[src/swt_defines.svh]
// Purpose: offsets, field positions, reset values and timing counts of the sleep wake-up timer
// Assumes: included by the package-using design file only
// Notes:   byte addresses of 32-bit aligned AXI4-Lite words
`ifndef SWT_DEFINES_SVH
`define SWT_DEFINES_SVH

// ****************************************
// register byte offsets
// ****************************************
`define SWT_OFF_IRQ        8'h00
`define SWT_OFF_CTRL       8'h04
`define SWT_OFF_TIME_LOW   8'h08
`define SWT_OFF_TIME_HIGH  8'h0c
`define SWT_OFF_TMO_LOW    8'h10
`define SWT_OFF_TMO_HIGH   8'h14
`define SWT_OFF_POWER      8'h18
`define SWT_OFF_CAL        8'h1c

// ****************************************
// field positions
// ****************************************
`define SWT_IRQ_FLAG_BIT   0
`define SWT_IRQ_MASK_BIT   4
`define SWT_CTRL_CLR_BIT   2
`define SWT_CTRL_RES_LSB   0
`define SWT_PWR_SRC_BIT    4

// ****************************************
// reset values and counts
// ****************************************
`define SWT_TMO_HIGH_RST   8'h87
`define SWT_TMO_LOW_RST    8'h6b
`define SWT_CTRL_RSV_RST   3'h7
`define SWT_CLEAR_VALUE    31'h0000_0004
`define SWT_RES_STEP       5
`define SWT_RC_DIVIDE      750
`define SWT_XTAL_HZ        32768
`define SWT_SLEEP_MIN      384

`endif

[src/swt_pkg.sv]
// Purpose: types of the sleep wake-up timer
// Assumes: nothing
// Notes:   power modes as seen by the power mode controller
package swt_pkg;

    typedef enum logic [2:0]
    {
        SWT_ACTIVE = 3'b000,
        SWT_PM0    = 3'b001,
        SWT_PM1    = 3'b010,
        SWT_PM2    = 3'b011,
        SWT_PM3    = 3'b100
    } swt_mode_t;

    typedef struct packed
    {
        logic        xosc_running;
        logic        rc_running;
        logic        xtal32_running;
        swt_mode_t   mode;
    } swt_power_t;

    typedef struct packed
    {
        logic        wake;
        logic        cpu_irq;
    } swt_event_t;

endpackage

[src/swt_timer.sv]
// Purpose: sleep wake-up timer with AXI4-Lite register slave
// Assumes: sleep clock edges arrive as one-cycle ticks synchronous to clk_sys
// Notes:   one read and one write handled at a time
`timescale 1ns/1ps
`include "swt_defines.svh"

module swt_timer
#(
    parameter int CAL_WIDTH = 8
)
(
    input  wire logic                  clk_sys,
    input  wire logic                  rst,
    input  wire swt_pkg::swt_power_t   power,
    input  wire logic                  xtal32_tick,
    input  wire logic                  rc_tick,
    input  wire logic [CAL_WIDTH-1:0]  cal_result,
    input  wire logic                  cal_valid,
    output logic                       wake,
    output logic                       cpu_sleep_irq_flag,
    output logic                       cal_enable,
    output logic [CAL_WIDTH-1:0]       rc_trim,
    input  wire logic [7:0]            s_axi_awaddr,
    input  wire logic                  s_axi_awvalid,
    output logic                       s_axi_awready,
    input  wire logic [31:0]           s_axi_wdata,
    input  wire logic [3:0]            s_axi_wstrb,
    input  wire logic                  s_axi_wvalid,
    output logic                       s_axi_wready,
    output logic [1:0]                 s_axi_bresp,
    output logic                       s_axi_bvalid,
    input  wire logic                  s_axi_bready,
    input  wire logic [7:0]            s_axi_araddr,
    input  wire logic                  s_axi_arvalid,
    output logic                       s_axi_arready,
    output logic [31:0]                s_axi_rdata,
    output logic [1:0]                 s_axi_rresp,
    output logic                       s_axi_rvalid,
    input  wire logic                  s_axi_rready
);
    import swt_pkg::*;

    if (CAL_WIDTH < 1 || CAL_WIDTH > 24)
    begin : g_cal_width_check
        $error("CAL_WIDTH out of range");
    end

    // ****************************************
    // state
    // ****************************************
    logic [30:0]  sleep_count;
    logic [1:0]   resolution_select;
    logic [2:0]   ctrl_reserved;
    logic [15:0]  event_timeout_value;
    logic [7:0]   timeout_high_stage;
    logic         event_pending_flag;
    logic         event_irq_mask;
    logic         clock_source_rc;
    logic [15:0]  count_window;
    logic         sleep_mode;
    logic         tick;
    logic         source_running;
    logic         next_event;
    logic         clear_req;

    // ****************************************
    // bus slave
    // ****************************************
    logic         aw_held;
    logic         w_held;
    logic [7:0]   aw_addr;
    logic [31:0]  w_data;
    logic [3:0]   w_strb;
    logic         do_write;

    assign do_write = aw_held && w_held && !s_axi_bvalid;

    always_ff @(posedge clk_sys)
    begin
        if (rst)
        begin
            aw_held       <= 1'b0;
            s_axi_awready <= 1'b0;
            aw_addr       <= 8'h00;
        end
        else if (do_write)
        begin
            aw_held       <= 1'b0;
            s_axi_awready <= 1'b0;
        end
        else if (s_axi_awvalid && s_axi_awready)
        begin
            aw_held       <= 1'b1;
            s_axi_awready <= 1'b0;
            aw_addr       <= s_axi_awaddr;
        end
        else
        begin
            s_axi_awready <= !aw_held && !s_axi_bvalid;
        end
    end

    always_ff @(posedge clk_sys)
    begin
        if (rst)
        begin
            w_held       <= 1'b0;
            s_axi_wready <= 1'b0;
            w_data       <= 32'h0000_0000;
            w_strb       <= 4'h0;
        end
        else if (do_write)
        begin
            w_held       <= 1'b0;
            s_axi_wready <= 1'b0;
        end
        else if (s_axi_wvalid && s_axi_wready)
        begin
            w_held       <= 1'b1;
            s_axi_wready <= 1'b0;
            w_data       <= s_axi_wdata;
            w_strb       <= s_axi_wstrb;
        end
        else
        begin
            s_axi_wready <= !w_held && !s_axi_bvalid;
        end
    end

    always_ff @(posedge clk_sys)
    begin
        if (rst)
        begin
            s_axi_bvalid <= 1'b0;
            s_axi_bresp  <= 2'h0;
        end
        else if (do_write)
        begin
            s_axi_bvalid <= 1'b1;
            s_axi_bresp  <= (aw_addr[7:5] == 3'h0 && aw_addr[1:0] == 2'h0) ? 2'h0 : 2'h2;
        end
        else if (s_axi_bready)
        begin
            s_axi_bvalid <= 1'b0;
        end
    end

    // only byte lane 0 carries register data
    logic wr_en;
    assign wr_en = do_write && w_strb[0];

    always_ff @(posedge clk_sys)
    begin
        if (rst)
        begin
            s_axi_arready <= 1'b0;
            s_axi_rvalid  <= 1'b0;
            s_axi_rdata   <= 32'h0000_0000;
            s_axi_rresp   <= 2'h0;
        end
        else if (s_axi_rvalid)
        begin
            s_axi_arready <= 1'b0;
            if (s_axi_rready)
                s_axi_rvalid <= 1'b0;
        end
        else if (s_axi_arvalid && s_axi_arready)
        begin
            s_axi_arready <= 1'b0;
            s_axi_rvalid  <= 1'b1;
            s_axi_rresp   <= 2'h0;
            unique case (s_axi_araddr)
                `SWT_OFF_IRQ:       s_axi_rdata <= {27'h0, event_irq_mask, 3'h0, event_pending_flag};
                // clear bit always reads zero
                `SWT_OFF_CTRL:      s_axi_rdata <= {25'h0, ctrl_reserved, 2'h0, resolution_select};
                `SWT_OFF_TIME_LOW:  s_axi_rdata <= {24'h0, count_window[7:0]};
                `SWT_OFF_TIME_HIGH: s_axi_rdata <= {24'h0, count_window[15:8]};
                `SWT_OFF_TMO_LOW:   s_axi_rdata <= {24'h0, event_timeout_value[7:0]};
                `SWT_OFF_TMO_HIGH:  s_axi_rdata <= {24'h0, timeout_high_stage};
                `SWT_OFF_POWER:     s_axi_rdata <= {27'h0, clock_source_rc, 1'b0, power.mode};
                `SWT_OFF_CAL:       s_axi_rdata <= {{(32-CAL_WIDTH){1'b0}}, rc_trim};
                default:
                begin
                    s_axi_rdata <= 32'h0000_0000;
                    s_axi_rresp <= 2'h2;
                end
            endcase
        end
        else
        begin
            s_axi_arready <= 1'b1;
        end
    end

    // ****************************************
    // control registers
    // ****************************************
    always_ff @(posedge clk_sys)
    begin
        if (rst)
        begin
            resolution_select <= 2'h0;
            ctrl_reserved     <= `SWT_CTRL_RSV_RST;
            clock_source_rc   <= 1'b0;
            event_irq_mask    <= 1'b0;
        end
        else if (wr_en)
        begin
            if (aw_addr == `SWT_OFF_CTRL)
            begin
                resolution_select <= w_data[`SWT_CTRL_RES_LSB +: 2];
                ctrl_reserved     <= w_data[6:4];
            end
            if (aw_addr == `SWT_OFF_POWER)
                clock_source_rc <= w_data[`SWT_PWR_SRC_BIT];
            if (aw_addr == `SWT_OFF_IRQ)
                event_irq_mask <= w_data[`SWT_IRQ_MASK_BIT];
        end
    end

    assign clear_req = wr_en && aw_addr == `SWT_OFF_CTRL && w_data[`SWT_CTRL_CLR_BIT];

    // high byte staged; low byte write commits the whole word
    always_ff @(posedge clk_sys)
    begin
        if (rst)
        begin
            timeout_high_stage  <= `SWT_TMO_HIGH_RST;
            event_timeout_value <= {`SWT_TMO_HIGH_RST, `SWT_TMO_LOW_RST};
        end
        else if (wr_en && aw_addr == `SWT_OFF_TMO_HIGH)
            timeout_high_stage <= w_data[7:0];
        else if (wr_en && aw_addr == `SWT_OFF_TMO_LOW)
            event_timeout_value <= {timeout_high_stage, w_data[7:0]};
    end

    // ****************************************
    // sleep counter
    // ****************************************
    assign sleep_mode     = power.mode == SWT_PM0 || power.mode == SWT_PM1 || power.mode == SWT_PM2;
    assign source_running = clock_source_rc ? power.rc_running : power.xtal32_running;
    assign tick           = clock_source_rc ? rc_tick : xtal32_tick;

    always_ff @(posedge clk_sys)
    begin
        if (rst || !source_running)
            sleep_count <= 31'h0;
        else if (clear_req)
            sleep_count <= `SWT_CLEAR_VALUE;
        else if (next_event)
            sleep_count <= 31'h1; // matching tick opens next period
        else if (tick && sleep_mode)
            sleep_count <= sleep_count + 31'h1;
    end

    // resolution only moves the window
    always_comb
    begin
        unique case (resolution_select)
            2'b00: count_window = sleep_count[15:0];
            2'b01: count_window = sleep_count[20:5];
            2'b10: count_window = sleep_count[25:10];
            2'b11: count_window = sleep_count[30:15];
        endcase
    end

    // window step is 2^(5*res) periods, so mantissa scales
    assign next_event = source_running && sleep_mode && tick
                        && count_window == event_timeout_value
                        && event_timeout_value != 16'h0000;

    // ****************************************
    // event and wake
    // ****************************************
    always_ff @(posedge clk_sys)
    begin
        if (rst || !source_running)
            event_pending_flag <= 1'b0;
        else if (next_event)
            event_pending_flag <= 1'b1; // set wins over clear
        else if (wr_en && aw_addr == `SWT_OFF_IRQ && !w_data[`SWT_IRQ_FLAG_BIT])
            event_pending_flag <= 1'b0;
    end

    // cpu flag pulses; the cpu keeps its own sticky copy
    always_ff @(posedge clk_sys)
    begin
        if (rst)
        begin
            cpu_sleep_irq_flag <= 1'b0;
            wake               <= 1'b0;
        end
        else
        begin
            cpu_sleep_irq_flag <= next_event && event_irq_mask;
            wake               <= next_event;
        end
    end

    // ****************************************
    // rc calibration
    // ****************************************
    always_ff @(posedge clk_sys)
    begin
        if (rst)
        begin
            cal_enable <= 1'b0;
            rc_trim    <= '0;
        end
        else
        begin
            cal_enable <= power.xosc_running && (power.mode == SWT_ACTIVE || power.mode == SWT_PM0);
            // trim frozen outside calibration
            if (cal_enable && cal_valid)
                rc_trim <= cal_result;
        end
    end

endmodule

[config.mk]
export PLATFORM = sky130hd
export DESIGN_NAME = swt_timer
export DESIGN_NICKNAME = d
export VERILOG_FILES = /design/src/swt_pkg.sv /design/src/swt_timer.sv
export VERILOG_INCLUDE_DIRS = /design/src
export SDC_FILE = /design/constraint.sdc
export NUM_CORES = 1
export LEC_CHECK = 0
export ABC_AREA = 1
export ABC_CLOCK_PERIOD_IN_PS = 2800
export BUFFER_PORTS_ARGS = -buffer_cell sky130_fd_sc_hd__buf_2
export CAP_MARGIN = 30
export CORE_MARGIN = 2
export CORE_UTILIZATION = 59
export DETAILED_ROUTE_END_ITERATION = 10
export GPL_TIMING_DRIVEN = 0
export HOLD_SLACK_MARGIN = 0.08
export MAX_ROUTING_LAYER = met4
export PLACE_DENSITY = 0.86
export SYNTH_ARGS = -nofsm -noshare
export SYNTH_HDL_FRONTEND = slang
export SYNTH_SLANG_ARGS = --single-unit
[constraint.sdc]
create_clock -name clk_sys -period 2.8 [get_ports clk_sys]
set_input_delay 0.42 -clock clk_sys [delete_from_list [all_inputs] [get_ports clk_sys]]
set_output_delay 0.42 -clock clk_sys [all_outputs]
set_load 0.01 [all_outputs]
==> results.txt, run 1 <==
Area Overhead vs Synth: 14.2%
vias per cell: 5.46
initial drt markers: 560
pin count of the biggest net entering global routing: 21
DRT Pass-1 Iters: 5
crit path launch type: flop
Reg2Reg Depth: 16
Port Buffer Count: 74
WP data required: 3070 ps
I/O pins: 128
worst-skew pair later-pin latency: 390 ps
total core area: 9820 sq um
Die X: 105 um
aggregate global-route resource usage: 31.8%
CTS tree: built
Hold Vio Cnt, Final: 0
drt drc: 0
r2r setup slk: 460 ps
worst hold stages: 3
Die Height: 105 um
slew margin rel.: 38.1%
Starting Density: 60.8%
final slew viol count: 0
crit share post-route: 83.4%
worst setup slack after layout: 465 ps
Critical-path top delay cell: dfxtp_1
Yosys warning count: 0
Synth async-reset ratio: 0%
leak pwr: 3.03 nW
Non-Filler Instances: 1,136
fmax: 428 MHz
Peak VDD IR: 315 uV
dpl cell area: 6610 sq um
number of synthesized flops with an enable pin: 0
Max-Cap Viols: 0
CTS max path bufs: 2
post-layout min period: 2340 ps
Hold Crit Endpoint: aw_addr[7]
nets: 1,075
Clock transition at path regs: 110 ps
DP HPWL: 13,000 um
Hold Crit Start: s_axi_awaddr[7]
post_cts resized: 0
Worst setup EP type: flop
sequential share of the synthesized area: 36.2%
Hold Path Class: input port to flop
final antenna-violating net count: 0
FF/Latch Area: 2160 sq um
CTS Buf Count: 9
hold buffer count at CTS: 0
initial antenna violation count: 0
cell breakdown of the critical path: buf_6, inv_4, nand2_1, nor2_1, nor2_1, nand2_1, nand2_1, nand2_1, nor2_1, nand3_1, nor2_1, nand2_1, nand2_1, buf_6, buf_8, nor2_2
synthesized flop and latch total: 108
first-pass GRT wire length: 27,200 um
Post-CTS Repair Setup Buffers: 0
reg2reg start: resolution_select[1]
CP Max Fanout: 10
clock sink total: 108
root buf cell: clkbuf_8
H-tree Lvls: 3
crit-path most repeated cell: nand2_1
Final Cell Area: 6820 sq um
ANT cells: 0
Detailed Route WL: 16,800 um
RSZ-0062 raised after global routing: no
Multi-input gate area: 3160 sq um
clk_skew: 19.7 ps
post-route setup TNS: 0 ps
DR vias: 6,208
global route overflow: 0
Layout fillers: 873
share of cells above drive strength 1: 16.3%
critical path type: flop to flop
Setup-failing EPs final: 0
WL/cell: 14.8 um
Placement Setup Slack: 304 ps
Worst-Margin Slew: 921 ps
ys flop type: dfxtp_1
die area: 10,900 sq um
reg-to-reg endpoint: sleep_count[13]
site row count: 36
placed cells: 1,120
vias in the first global route: 5,563
CP max stage delay: 340 ps
Pwr per Cell Area: 418 nW/um^2
Synth cell types: 42
Arrival @ worst endpoint: 2610 ps
Post-Synthesis Cells: 888
Mapped Area: 5970 sq um
Avg Cell Area, Syn: 6.73 sq um
status: finished clean
placer congestion estimate: 1.07
[Yosys cell counts (3+ instances only)]
cell      instances  area, sq um
buf_2             3         15.0
nor2_1          109          409
o21ai_0          57          285
xnor2_1           6         52.6
nor4_1            5         31.3
clkbuf_1         15         56.3
buf_4            28          210
nor3_1           15         75.1
dfxtp_1         108         2160
o21ai_1           9         45.0
nand3b_1          7         52.6
nand3_2           7         70.1
xor2_1           19          166
nand3_1          68          340
o221ai_1          3         26.3
o211ai_1         17          128
o22ai_1           6         37.5
nand2_1         199          747
or2_1             3         18.8
buf_6             5         56.3
or2_2             5         31.3
a21oi_1          50          250
clkinv_1          3         11.3
nand2_2           3         18.8
inv_1            96          360
nor2_2           11         68.8
nand4_1          11         68.8
[layout make-up]
| class | instances | share of cell area [%] |
|---|---|---|
| tap | 133 | 2.44 |
| multi-input combinational | 649 | 46.3 |
| sequential | 108 | 31.7 |
| inverter | 102 | 5.65 |
| clock inverter | 7 | 1.34 |
| clock buffer | 9 | 1.82 |
| timing repair buffer | 74 | 5.43 |
| buffer | 54 | 5.28 |
[worst max-delay path by stage]
stage | startpoint | endpoint | slack (ps) | depth (start not counted)
after global placement | power[2] | sleep_count[28] | 290 | 12
after global routing | clock_source_rc | sleep_count[28] | 190 | 11
final | resolution_select[1] | sleep_count[13] | 460 | 16
after floorplan | power[2] | sleep_count[28] | 930 | 11
after detailed placement | power[2] | sleep_count[28] | 300 | 12
after CTS | clock_source_rc | sleep_count[28] | 500 | 11
[critical path, delay by kind of cell (launching register included)]
family,cells,cell delay (ps)
flops,1,340
simple gates,12,1310
buf+inv,4,570
[sequential cells by signal, indices dropped and copies added (netlist names), 2 cells and up]
name / cells
resolution_select: 2
w_data: 8
s_axi_rdata: 8
rc_trim: 8
timeout_high_stage: 8
aw_addr: 8
event_timeout_value: 16
sleep_count: 31
ctrl_reserved: 3
[where the power goes]
group	internal (W)	total [W]	switching (W)
clock network	0.000437	0.00102	0.000582
registers	0.00157	0.00159	0.0000193
logic	0.0000954	0.000244	0.000149
[metal layers]
metal  vias to the layer above  wire (um)  track usage [%]
met5                         -          0                -
met4                         0        431             11.8
met3                        38       1840             5.05
met2                       358       7290             46.5
met1                      2756       7200             44.4
li1                       3056          -                -
[layout by cell type, fill, tap and decap left out, types with 2 or more instances in the layout]
cell type | synthesis | layout
nand3_2 | 7 | 7
o22ai_1 | 6 | 6
clkinv_1 | 3 | 3
nand3_1 | 68 | 68
nand4_1 | 11 | 11
o211ai_1 | 17 | 17
inv_2 | 2 | 2
nor3_1 | 15 | 15
dfxtp_1 | 108 | 108
clkbuf_8 | 0 | 9
buf_2 | 3 | 77
inv_8 | 0 | 2
xnor2_1 | 6 | 6
xor2_1 | 19 | 19
nor3_2 | 2 | 2
nor4_1 | 5 | 5
inv_1 | 96 | 96
o221ai_1 | 3 | 3
buf_6 | 5 | 5
o21ai_0 | 57 | 57
nor4_2 | 2 | 2
o21ai_1 | 9 | 9
buf_1 | 2 | 2
buf_4 | 28 | 28
a21oi_1 | 50 | 50
nand3b_1 | 7 | 7
nand2_2 | 3 | 3
or2_2 | 5 | 5
nor2_2 | 11 | 11
nor2_4 | 2 | 2
or2_1 | 3 | 3
clkbuf_1 | 15 | 15
nor2_1 | 109 | 109
nand2_1 | 199 | 199
conb_1 | 1 | 26
[cell families after synthesis]
kind of cell | count (synthesis) | synth area share (%)
and+or+nand+nor | 451 | 33.9
buffers and inverters | 156 | 12.5
AOI/OAI and AO/OA | 146 | 13.4
DFF | 108 | 36.2
xor gates and xnor gates | 25 | 3.66
adders and majority gates | 1 | 0.209
other | 1 | 0.0628
[through the flow]
stage	hold WS, ps	total power, W	util (%)
final	248	0.00285	69.5
after global routing	245	0.00295	69.5
after CTS	246	0.00285	69.5
after detailed placement	455	0.00186	67.3
after global placement	452	0.00186	67.3
after floorplan	418	0.00178	-
(Power assumes the default switching activity.)
==> run 2: changes to the inputs <==
--- a/config.mk
+++ b/config.mk
@@ -7,16 +7,16 @@
 export NUM_CORES = 1
 export LEC_CHECK = 0
 export ABC_AREA = 1
-export ABC_CLOCK_PERIOD_IN_PS = 2800
+export ABC_CLOCK_PERIOD_IN_PS = 2100
 export BUFFER_PORTS_ARGS = -buffer_cell sky130_fd_sc_hd__buf_2
 export CAP_MARGIN = 30
 export CORE_MARGIN = 2
-export CORE_UTILIZATION = 59
+export CORE_UTILIZATION = 50
 export DETAILED_ROUTE_END_ITERATION = 10
 export GPL_TIMING_DRIVEN = 0
 export HOLD_SLACK_MARGIN = 0.08
 export MAX_ROUTING_LAYER = met4
-export PLACE_DENSITY = 0.86
+export PLACE_DENSITY = 0.78
 export SYNTH_ARGS = -nofsm -noshare
 export SYNTH_HDL_FRONTEND = slang
 export SYNTH_SLANG_ARGS = --single-unit
==> constraint.sdc (replaced) <==
create_clock -name clk_sys -period 2.1 [get_ports clk_sys]
set_input_delay 0.315 -clock clk_sys [delete_from_list [all_inputs] [get_ports clk_sys]]
set_output_delay 0.315 -clock clk_sys [all_outputs]
set_load 0.01 [all_outputs]
==> run 2 against run 1 <==
  * The run now ends with negative setup slack left
  * Flip-flop and latch count stayed put
  * Clock skew is 7.7 ps lower
  * Global-route usage is 3.5 points lower
  * Design area is 7.5% higher
  * Die area is 17% higher
==> results.txt, run 2 (synthesis gave the netlist of run 1 again) <==
critical path type: flop to flop
Setup-failing EPs final: 5 (+5)
CTS max path bufs: 2 (unchanged)
Area Overhead vs Synth: 22.7%
site row count: 39 (+8.3%)
Critical-path top delay cell: dfxtp_2
Hold WS: 164 ps (-84.3 ps)
Worst setup EP type: flop
Starting Density: 51.9% (-9.0 points)
post-layout min period: 2120 ps (-220 ps)
worst setup slack after layout: -15.0 ps (-480 ps)
placer congestion estimate: 1.00 (-6.1%)
WP data required: 2360 ps (-710 ps)
Detailed Route WL: 17,800 um (+6.5%)
Die Height: 113 um (+8.3%)
status: finished, violations left
DP HPWL: 13,400 um (+2.7%)
Port Buffer Count: 74 (unchanged)
Max-Cap Viols: 0 (unchanged)
hold buffer count at CTS: 0 (unchanged)
RSZ-0062 raised after global routing: yes
initial drt markers: 523 (-6.6%)
final slew viol count: 0 (unchanged)
Die X: 113 um (+8.3%)
Non-Filler Instances: 1,163 (+2.4%)
CTS tree: built
aggregate global-route resource usage: 28.3% (-3.5 points)
placed cells: 1,130 (+0.89%)
Largest register FFs: 31 (unchanged)
CP max stage delay: 340 ps (about the same)
clk_skew: 12.0 ps (-7.70 ps)
Peak VDD IR: 545 uV (+73%)
CTS Buf Count: 9 (unchanged)
pin count of the biggest net entering global routing: 21 (unchanged)
Pwr per Cell Area: 599 nW/um^2 (+43%)
vias in the first global route: 5,442 (-2.2%)
Placement Setup Slack: -253 ps (-557 ps)
Buf/Inv on CP: 4 (unchanged)
final antenna-violating net count: 0 (unchanged)
initial antenna violation count: 0 (unchanged)
root buf cell: clkbuf_16
share of cells above drive strength 1: 21.9% (+5.6 points)
DRT Pass-1 Iters: 6 (+1)
fmax: 473 MHz (+10%)
global route overflow: 0 (unchanged)
drt drc: 0 (unchanged)
worst-skew pair later-pin latency: 370 ps (-20 ps)
first-pass GRT wire length: 27,700 um (+2.1%)
Clock transition at path regs: 80 ps (-30 ps)
dpl cell area: 6620 sq um (+0.19%)
Hold Path Class: input port to flop
cell breakdown of the critical path: inv_1, buf_4, o21ai_0, nand3_1, nand3b_1, nand2_1, nor2_1, nand3_1, nor2_2, nand2_2, nand2_2, buf_6, clkbuf_16, nor2_2
Final Cell Area: 7330 sq um (+7.5%)
top flop regs: sleep_count x31, event_timeout_value x16
nets: 1,092 (+1.6%)
Worst-Margin Slew: 1040 ps (+124 ps)
register name with the most flops: sleep_count
crit path launch type: flop
failing checks: negative setup slack
commonest cells after routing, fill and taps aside: nand2_1, dfxtp_1, nor2_1, inv_1, buf_2
die area: 12,800 sq um (+17%)
vias per cell: 5.36 (-2.0%)
I/O pins: 128 (unchanged)
ANT cells: 0 (unchanged)
crit share post-route: 101% (+17 points)
clock sink total: 108 (unchanged)
family with the most delay on the worst path: simple AND/OR/NAND/NOR gates
Arrival @ worst endpoint: 2370 ps (-240 ps)
total core area: 11,500 sq um (+17%)
leak pwr: 3.25 nW (+7.0%)
Hold Vio Cnt, Final: 0 (unchanged)
slew margin rel.: 29.7% (-8.3 points)
DR vias: 6,229 (+0.34%)
commonest non-fill, non-tap cell in the layout: nand2_1
CP Max Fanout: 10 (unchanged)
WL/cell: 15.3 um (+4.0%)
post-route setup TNS: -48.9 ps (-48.9 ps)
H-tree Lvls: 3 (unchanged)
==> run 2: changes by cell type in the layout (fill, tap and decap cells not counted), sizes merged <==
| cell | change |
|---|---|
| buf | +15 |
| bufinv | +1 |
| clkbuf | +1 |
| clkinv | -2 |
| clkinvlp | +1 |
| nor2 | +1 |
==> run 2: cell type report <==
cell class | instances | area [sq um]
buffer | 53 | 388
clock buffer | 9 | 225
clock inverter | 7 | 113
fill | 1072 | 4180
inverter | 102 | 390
multi-input combinational | 650 | 3340
sequential | 108 | 2170
tap | 143 | 179
timing repair buffer | 91 | 532
==> run 2: timing repair <==
item / 4_1_cts / 5_1_grt
setup buffers: 6 / 9
hold endpoints to repair: 0 / 0
gates resized for setup: 7 / 64
cloned: 1 / 2
endpoints found under the setup margin: 29 / 52
pin swaps: 2 / 19
==> run 2: worst min-delay path, stage by stage <==
cell and delay (ps):
buf_2 70, nor2_1 30, nor2_1 80
==> run 2: final timing paths <==
check	from	to	slack, ps	cells past startpoint
worst max-delay path	resolution_select[0]	sleep_count[20]	-20	14
worst max register to register	resolution_select[0]	sleep_count[20]	-20	14
worst min register to register	s_axi_rdata[5]	s_axi_rdata[5]	470	2
worst min-delay path	s_axi_wstrb[0]	w_strb[0]	160	3
==> run 2: layer usage <==
layer	up-vias	GRT usage [%]	wire length (um)
met5	-	-	0
met4	0	10.1	492
met3	50	5.20	1710
met2	318	40.8	7770
met1	2776	39.9	7870
li1	3085	-	-
==> run 2: power breakdown <==
part | internal (W) | switching, W | total [W] | leakage, nW
clock network | 0.00107 | 0.000848 | 0.00192 | 0.161
registers | 0.00209 | 0.0000287 | 0.00212 | 0.877
logic | 0.000140 | 0.000208 | 0.000349 | 2.21
==> run 2: through the flow <==
stage               total power, W  util (%)
finish                     0.00439      63.7
global route               0.00454      63.7
CTS                        0.00439      61.0
detailed placement         0.00249      57.5
global placement           0.00249      57.5
floorplan                  0.00237         -
